## src/hw/rscu_pkg.sv

```systemverilog
// Constants and types for the radio strobe command unit
// Overview of operation
// - Oscillator-off strobe switches the crystal oscillator off
// - Oscillator-off while radio not idle raises misuse
// - Oscillator-off or receive-flush during frame raises abort
// - Receive-flush empties receive FIFO, resets demodulator
// - Ack-send queues ack, pending bit zero
// - Ack-pending queues ack, pending bit one
// - Ack strobes without frame: misuse, no ack
// - Ack-suppress cancels a queued ack for current frame; a later ack strobe re-arms it
// - Mask-bit-set sets mask bit 13 only
// - Mask-bit-clear clears mask bit 13 only
// - Mask cleared to zero raises receive-enable-empty
// - Mask-OR ORs 16-bit host operand into mask
package rscu_pkg;

  // ---------------------------------------------------------------
  // Instruction opcodes
  // ---------------------------------------------------------------
  localparam logic [7:0] OP_OSC_OFF = 8'h30;
  localparam logic [7:0] OP_RX_FLUSH = 8'h31;
  localparam logic [7:0] OP_TX_FLUSH = 8'h32;
  localparam logic [7:0] OP_ACK_SEND = 8'h33;
  localparam logic [7:0] OP_ACK_PEND = 8'h34;
  localparam logic [7:0] OP_ACK_SUPP = 8'h35;
  localparam logic [7:0] OP_MASK_SET = 8'h36;
  localparam logic [7:0] OP_MASK_CLR = 8'h37;
  localparam logic [7:0] OP_MASK_OR = 8'h38;

  // ---------------------------------------------------------------
  // Receive-enable mask
  // ---------------------------------------------------------------
  localparam int MASK_BIT = 13;
  localparam logic [15:0] MASK_RST = 16'h0000;
  localparam logic [15:0] MASK_KEEP = 16'hDFFF;

  // ---------------------------------------------------------------
  // Register map and fields
  // ---------------------------------------------------------------
  localparam logic [3:0] ADR_EVT = 4'h0;
  localparam logic [3:0] ADR_EVT_EN = 4'h4;
  localparam logic [3:0] ADR_MASK = 4'h8;
  localparam logic [3:0] ADR_CTRL = 4'hC;
  localparam int EV_MISUSE = 0;
  localparam int EV_ABORT = 1;
  localparam int EV_EMPTY = 2;
  localparam int EV_ACK_TX = 3;
  localparam int CTRL_OSC = 0;
  localparam logic [3:0] EVT_RST = 4'h0;
  localparam logic OSC_RST = 1'b1;
  localparam logic [2:0] PIN_RST = 3'h4;
  localparam logic [2:0] BIT_LAST = 3'h7;

  typedef enum logic [1:0] {
    ST_IDLE = 2'b00,
    ST_OP = 2'b01,
    ST_D1 = 2'b11,
    ST_D2 = 2'b10
  } rscu_state_t;

endpackage

```

## src/hw/rscu_top.sv

```systemverilog
// Strobe command unit: SPI instruction decoder, ack control, mask, events
`timescale 1ns/1ps
`default_nettype none
module rscu_top
  import rscu_pkg::*;
(
  input wire logic clock,
  input wire logic sys_rst,
  input wire logic spi_sclk,
  input wire logic spi_cs_n,
  input wire logic spi_mosi,
  output logic spi_miso,
  output logic spi_miso_oe_n,
  input wire logic rf_idle,
  input wire logic rx_frame_active,
  input wire logic rx_frame_done,
  output logic osc_enable,
  output logic rx_fifo_flush,
  output logic demod_reset,
  output logic tx_fifo_flush,
  output logic ack_tx_start,
  output logic ack_frame_pending,
  output logic ack_suppress,
  output logic [15:0] receive_enable_mask,
  output logic irq,
  input wire logic [3:0] avs_address,
  input wire logic avs_read,
  input wire logic avs_write,
  input wire logic [31:0] avs_writedata,
  output logic [31:0] avs_readdata,
  output logic avs_waitrequest
);

  function automatic logic is_ack(input logic [7:0] op);
    is_ack = (op == OP_ACK_SEND) || (op == OP_ACK_PEND) || (op == OP_ACK_SUPP);
  endfunction

  // ---------------------------------------------------------------
  // Pin synchronisers
  // ---------------------------------------------------------------
  logic [2:0] pin_raw;
  logic [2:0] pin_f;
  assign pin_raw = {spi_cs_n, spi_mosi, spi_sclk};

  for (genvar gi = 0; gi < 3; gi++) begin : g_sync
    logic [2:0] sh_reg;
    logic filt_reg;
    always_ff @(posedge clock) begin
      if (sys_rst) begin
        sh_reg <= {3{PIN_RST[gi]}};
        filt_reg <= PIN_RST[gi];
      end else begin
        sh_reg <= {sh_reg[1:0], pin_raw[gi]};
        if (sh_reg[1] == sh_reg[2]) begin
          filt_reg <= sh_reg[2];
        end
      end
    end
    assign pin_f[gi] = filt_reg;
  end

  logic sclk_d_reg;
  logic cs_d_reg;
  logic sclk_rise;
  logic sclk_fall;
  logic cs_fall;
  always_ff @(posedge clock) begin
    if (sys_rst) begin
      sclk_d_reg <= 1'b0;
      cs_d_reg <= 1'b1;
    end else begin
      sclk_d_reg <= pin_f[0];
      cs_d_reg <= pin_f[2];
    end
  end
  assign sclk_rise = pin_f[0] && !sclk_d_reg && !pin_f[2];
  assign sclk_fall = !pin_f[0] && sclk_d_reg && !pin_f[2];
  assign cs_fall = !pin_f[2] && cs_d_reg;

  // ---------------------------------------------------------------
  // Instruction receiver
  // ---------------------------------------------------------------
  rscu_state_t state_reg;
  logic [2:0] bit_reg;
  logic [7:0] rx_sh_reg;
  logic [7:0] hi_reg;
  logic [7:0] op_reg;
  logic [15:0] data_reg;
  logic exec_reg;
  logic [7:0] rx_byte;
  logic byte_done;
  assign rx_byte = {rx_sh_reg[6:0], pin_f[1]};
  assign byte_done = sclk_rise && (bit_reg == BIT_LAST);

  always_ff @(posedge clock) begin
    if (sys_rst) begin
      state_reg <= ST_IDLE;
      bit_reg <= 3'h0;
      rx_sh_reg <= 8'h00;
      hi_reg <= 8'h00;
      op_reg <= 8'h00;
      data_reg <= 16'h0000;
      exec_reg <= 1'b0;
    end else begin
      exec_reg <= 1'b0;
      if (pin_f[2]) begin
        state_reg <= ST_IDLE;
        bit_reg <= 3'h0;
      end else if (cs_fall) begin
        state_reg <= ST_OP;
        bit_reg <= 3'h0;
      end else if (sclk_rise) begin
        rx_sh_reg <= rx_byte;
        bit_reg <= bit_reg + 3'h1;
        if (byte_done) begin
          unique case (state_reg)
            ST_IDLE: state_reg <= ST_IDLE;
            ST_OP: begin
              op_reg <= rx_byte;
              if (rx_byte == OP_MASK_OR) begin
                state_reg <= ST_D1;
              end else begin
                exec_reg <= 1'b1;
              end
            end
            ST_D1: begin
              hi_reg <= rx_byte;
              state_reg <= ST_D2;
            end
            ST_D2: begin
              data_reg <= {hi_reg, rx_byte};
              exec_reg <= 1'b1;
              state_reg <= ST_OP;
            end
          endcase
        end
      end
    end
  end

  // ---------------------------------------------------------------
  // Status byte shifter
  // ---------------------------------------------------------------
  logic osc_reg;
  logic ack_arm_reg;
  logic ack_fp_reg;
  logic supp_reg;
  logic [15:0] mask_reg;
  logic [3:0] evt_reg;
  logic [3:0] evt_en_reg;
  logic [7:0] status_byte;
  logic [7:0] tx_sh_reg;
  logic skip_reg;
  logic miso_reg;
  logic oe_n_reg;
  assign status_byte = {osc_reg, rf_idle, rx_frame_active, evt_reg[EV_MISUSE],
                        evt_reg[EV_ABORT], evt_reg[EV_EMPTY], ack_arm_reg, |mask_reg};

  always_ff @(posedge clock) begin
    if (sys_rst) begin
      tx_sh_reg <= 8'h00;
      skip_reg <= 1'b0;
      miso_reg <= 1'b0;
      oe_n_reg <= 1'b1;
    end else begin
      oe_n_reg <= pin_f[2];
      if (cs_fall || (byte_done && (state_reg == ST_OP) && (rx_byte != OP_MASK_OR))
          || (byte_done && (state_reg == ST_D2))) begin
        tx_sh_reg <= status_byte;
        miso_reg <= status_byte[7];
        skip_reg <= !cs_fall;
      end else if (sclk_fall) begin
        if (skip_reg) begin
          skip_reg <= 1'b0;
        end else begin
          tx_sh_reg <= {tx_sh_reg[6:0], 1'b0};
          miso_reg <= tx_sh_reg[6];
        end
      end
    end
  end

  // ---------------------------------------------------------------
  // Strobe execution
  // ---------------------------------------------------------------
  logic bus_take;
  logic [3:0] evt_set;
  logic [3:0] evt_clr;
  logic osc_on_wr;
  logic x_osc;
  logic x_rxf;
  logic x_clr;
  logic rx_flush_reg;
  logic tx_flush_reg;
  logic ack_tx_reg;
  logic ack_fp_out_reg;

  assign x_osc = exec_reg && (op_reg == OP_OSC_OFF);
  assign x_rxf = exec_reg && (op_reg == OP_RX_FLUSH);
  assign x_clr = exec_reg && (op_reg == OP_MASK_CLR);
  assign osc_on_wr = bus_take && avs_write && (avs_address == ADR_CTRL)
                     && avs_writedata[CTRL_OSC];

  always_comb begin
    evt_set = 4'h0;
    evt_set[EV_MISUSE] = (x_osc && !rf_idle)
                         || (exec_reg && is_ack(op_reg) && !rx_frame_active);
    evt_set[EV_ABORT] = (x_osc || x_rxf) && rx_frame_active;
    evt_set[EV_EMPTY] = x_clr && ((mask_reg & MASK_KEEP) == 16'h0000);
    evt_set[EV_ACK_TX] = rx_frame_done && ack_arm_reg;
  end

  always_ff @(posedge clock) begin
    if (sys_rst) begin
      osc_reg <= OSC_RST;
    end else if (x_osc) begin
      osc_reg <= 1'b0;
    end else if (osc_on_wr) begin
      osc_reg <= 1'b1;
    end
  end

  always_ff @(posedge clock) begin
    if (sys_rst) begin
      rx_flush_reg <= 1'b0;
      tx_flush_reg <= 1'b0;
    end else begin
      rx_flush_reg <= x_rxf;
      tx_flush_reg <= exec_reg && (op_reg == OP_TX_FLUSH);
    end
  end

  always_ff @(posedge clock) begin
    if (sys_rst) begin
      ack_arm_reg <= 1'b0;
      ack_fp_reg <= 1'b0;
      supp_reg <= 1'b0;
      ack_tx_reg <= 1'b0;
      ack_fp_out_reg <= 1'b0;
    end else begin
      ack_tx_reg <= rx_frame_done && ack_arm_reg;
      if (rx_frame_done) begin
        ack_fp_out_reg <= ack_fp_reg;
      end
      if (rx_frame_done || !rx_frame_active) begin
        ack_arm_reg <= 1'b0;
        supp_reg <= 1'b0;
      end else if (exec_reg && (op_reg == OP_ACK_SEND)) begin
        ack_arm_reg <= 1'b1;
        ack_fp_reg <= 1'b0;
        supp_reg <= 1'b0;
      end else if (exec_reg && (op_reg == OP_ACK_PEND)) begin
        ack_arm_reg <= 1'b1;
        ack_fp_reg <= 1'b1;
        supp_reg <= 1'b0;
      end else if (exec_reg && (op_reg == OP_ACK_SUPP)) begin
        ack_arm_reg <= 1'b0;
        supp_reg <= 1'b1;
      end
    end
  end

  always_ff @(posedge clock) begin
    if (sys_rst) begin
      mask_reg <= MASK_RST;
    end else if (exec_reg && (op_reg == OP_MASK_SET)) begin
      mask_reg[MASK_BIT] <= 1'b1;
    end else if (x_clr) begin
      mask_reg[MASK_BIT] <= 1'b0;
    end else if (exec_reg && (op_reg == OP_MASK_OR)) begin
      mask_reg <= mask_reg | data_reg;
    end
  end

  // ---------------------------------------------------------------
  // Avalon-MM slave and events
  // ---------------------------------------------------------------
  logic wait_reg;
  logic [31:0] rdata_reg;
  logic irq_reg;
  assign bus_take = (avs_read || avs_write) && !wait_reg;
  assign evt_clr = (bus_take && avs_write && (avs_address == ADR_EVT))
                   ? avs_writedata[3:0] : 4'h0;

  always_ff @(posedge clock) begin
    if (sys_rst) begin
      wait_reg <= 1'b1;
      rdata_reg <= 32'h0000_0000;
    end else begin
      wait_reg <= !((avs_read || avs_write) && wait_reg);
      if (avs_read && wait_reg) begin
        unique case (avs_address)
          ADR_EVT: rdata_reg <= {28'h0, evt_reg};
          ADR_EVT_EN: rdata_reg <= {28'h0, evt_en_reg};
          ADR_MASK: rdata_reg <= {16'h0, mask_reg};
          ADR_CTRL: rdata_reg <= {29'h0, rx_frame_active, rf_idle, osc_reg};
          default: rdata_reg <= 32'h0000_0000;
        endcase
      end
    end
  end

  always_ff @(posedge clock) begin
    if (sys_rst) begin
      evt_reg <= EVT_RST;
      evt_en_reg <= EVT_RST;
      irq_reg <= 1'b0;
    end else begin
      evt_reg <= (evt_reg & ~evt_clr) | evt_set;
      if (bus_take && avs_write && (avs_address == ADR_EVT_EN)) begin
        evt_en_reg <= avs_writedata[3:0];
      end
      irq_reg <= |(((evt_reg & ~evt_clr) | evt_set) & evt_en_reg);
    end
  end

  assign spi_miso = miso_reg;
  assign spi_miso_oe_n = oe_n_reg;
  assign osc_enable = osc_reg;
  assign rx_fifo_flush = rx_flush_reg;
  assign demod_reset = rx_flush_reg;
  assign tx_fifo_flush = tx_flush_reg;
  assign ack_tx_start = ack_tx_reg;
  assign ack_frame_pending = ack_fp_out_reg;
  assign ack_suppress = supp_reg;
  assign receive_enable_mask = mask_reg;
  assign irq = irq_reg;
  assign avs_readdata = rdata_reg;
  assign avs_waitrequest = wait_reg;
endmodule
`default_nettype wire

```

## config.mk

```make
export PLATFORM = sky130hd
export DESIGN_NAME = rscu_top
export DESIGN_NICKNAME = d
export VERILOG_FILES = /design/src/hw/rscu_pkg.sv /design/src/hw/rscu_top.sv
export SDC_FILE = /design/constraint.sdc
export NUM_CORES = 1
export LEC_CHECK = 0
export ABC_AREA = 1
export BUFFER_PORTS_ARGS = -buffer_cell sky130_fd_sc_hd__buf_2
export CORE_UTILIZATION = 25
export CTS_BUF_LIST = sky130_fd_sc_hd__clkbuf_16
export DETAILED_ROUTE_END_ITERATION = 16
export HOLD_SLACK_MARGIN = 0.12
export SLEW_MARGIN = 20
export SYNTH_ARGS = -nofsm -noshare
export SYNTH_HDL_FRONTEND = slang
export SYNTH_SLANG_ARGS = --single-unit
```

## constraint.sdc

```tcl
create_clock -name clock -period 1.7 [get_ports clock]
set_input_delay 0.085 -clock clock [delete_from_list [all_inputs] [get_ports clock]]
set_output_delay 0.085 -clock clock [all_outputs]
set_load 0.02 [all_outputs]
```

==> out/summary.txt <==
Die Height: 142 um
number of synthesized register bits: 118
run status: completed
Hold/Removal Path Class: input port to flip-flop
Final Hold Vio Count: 0
Critical Path Source Type: flip-flop
core footprint: 0.0189 mm^2
CTS tree: built
arrival time at the worst endpoint: 1.93 ns
Crit Path Class: flip-flop to flip-flop
RePlAce Congestion: 0.818
FILL cells: 2018
num rows: 50
post-synth top area share: 48.5%
vias in the first global route: 3901
die area: 0.0201 mm^2
first-pass GRT wire length: 19500 um
Clock Tree Root: clkbuf_16
CTS Buf Count: 17
syn_area_per_cell: 7.57 um^2
leakage: 2.72 nW
post-synthesis cell area: 0.00487 mm^2
total power: 7.09 mW
diode count: 0
drt wl/cell: 12.1 um
M2 GR Usage: 18.8%
# DRC: 0
Post-synth EDFFs: 0
DPL Wire Length: 8430 um
Yosys cell types: 33
Yosys Warn Count: 0
via count: 4255
cells after synthesis: 644
Die W: 142 um
largest cells by area after synthesis: dfxtp_1 (48%), nand2_1 (8.7%), a21oi_1 (7.6%)
met3 Usage GRT: 4.02%
CTS H-Tree Depth: 4
initial antenna violation count: 0
Sink Count: 118
ANT nets after route: 0
ratio of cells with drive above 1 in the final layout: 18.8%
first-pass iteration count of the detailed router: 4
Initial Utilization: 25.8%
total congestion overflow: 0
Layout Skew: 0.00940 ns
post-synth top area cell: dfxtp_1
Worst setup EP type: flip-flop
final worst path period share: 93.9%
drt via density: 4.23
clock period minus worst slack: 1.60 ns
All-Layer GR Usage: 12.6%
Final Max Tran Viols: 0
final WL: 12100 um
crit-path max FO: 5
Layout area overhead: 29.7%
max cap viols: 0
P per Cell Area: 1120 mW/mm^2
CTS clock-pin slew for the worst setup and hold paths: 0.06 ns
WP data required: 2.04 ns
final setup vio count: 0
largest net degree at the start of global routing: 56
Final Core Density: 33.4%
Post-synth top flop: dfxtp_1
PortBufs: 60
nets@finish: 784
Initial DRC Count: 193
Peak VDD IR: 735 uV
register area share after synthesis: 48.5%
# IOs: 105
routing usage on met1: 17.0%
Worst-Skew Late Latency: 0.41 ns
FFs w/ async S/R, synth: 0%
Clock Tree Buf Depth: 2
GRT Max-Usage Layer: met2
Peak Freq: 627 MHz
logic make-up after synthesis:
logic type                 share of synthesized area (%)
buffers and inverters                               11.0
other                                             0.0770
AOI/OAI and AO/OA                                   16.0
and+or+nand+nor                                     22.9
adders and majority gates                           1.54
DFF                                                 48.5
stage by stage:
step	hold WS (ns)	setup WS, ns	instance area (um^2)	setup TNS, ns	instances
5_1_grt	0.170	-0.0130	6320	-0.0338	1005
3_3_place_gp	0.271	0.0441	5490	0	960
2_1_floorplan	0.179	0.110	4930	0	659
6_report	0.154	0.104	6320	0	1005
3_5_place_dp	0.275	0.0156	5490	0	960
4_1_cts	0.141	0.00829	6280	0	1005
critical path: stages, from the launching register on:
cell	delay, ns
dfxtp_2	0.32
ha_1	0.20
ha_2	0.18
inv_2	0.09
nor2_8	0.06
nand3_4	0.09
nand3_4	0.10
nor2_1	0.24
nand2_1	0.09
a21oi_1	0.15
cell type report:
type | count | area [um^2] | area share [%]
multi-input combinational | 427 | 2070 | 32.7
timing repair buffer | 93 | 618 | 9.78
clock inverter | 15 | 235 | 3.72
sequential | 118 | 2360 | 37.4
inverter | 75 | 283 | 4.48
tap | 260 | 325 | 5.15
clock buffer | 17 | 425 | 6.73
cells in the mapped netlist, types with 2 or more instances:
master    count
a211oi_1      2
a21oi_1      74
a21oi_2       2
buf_1         3
buf_2         2
buf_4        20
buf_6         4
clkbuf_1     10
clkinv_1      2
dfxtp_1     118
ha_1          6
inv_1        71
inv_2         2
nand2_1     113
nand3_1      26
nand3_2       3
nand4_1       2
nor2_1       91
nor2_2        2
nor2_4        4
nor3_1        2
nor4_1        2
o211ai_1      3
o21ai_0      66
o22ai_1       3
or2_2         4
path summary, 6_finish.rpt:
path / end / startpoint / slack (ns) / cells past startpoint
max: tx_sh_reg[4] / bit_reg[0] / 0.10 / 9
min: evt_en_reg[3] / avs_address[3] / 0.15 / 5
max reg2reg: tx_sh_reg[4] / bit_reg[0] / 0.10 / 9
min reg2reg: g_sync[1].sh_reg[1] / g_sync[1].sh_reg[0] / 0.40 / 2
power by group:
part	leakage, nW	switching [mW]	internal [mW]
Clock	0.311	1.29	2.73
Combinational	1.46	0.178	0.0817
Sequential	0.955	0.0143	2.80
Total	2.72	1.49	5.61
metal layers:
metal	up-vias	share of wire, %
li1	2215	-
met3	9	5.2
met1	1930	51
met2	101	43
met5	-	0
met4	0	0.91
cells in the final DEF, fill, tap and decap left out, drive strengths merged:
cell type    instances
nor4                 2
o22ai                3
dfxtp              118
nand4                2
clkinvlp             4
buf                 80
o211ai               3
a21oi               76
or2                  4
o21ai               66
bufinv               6
clkinv               6
inv                 74
a211oi               2
clkbuf              17
nand2              115
a31oi                1
nor2                98
nor3                 3
dlygate4sd3         13
conb                16
nand3               30
ha                   6
repair_timing:
item,in CTS,in global routing
hold buffers,13,0
gates resized for setup,1,11
endpoints found under the hold margin,23,0
pin swaps,0,3
setup buffers,0,0
endpoints found under the setup margin,1,9
No activity file was read; power rests on OpenSTA's default activity.
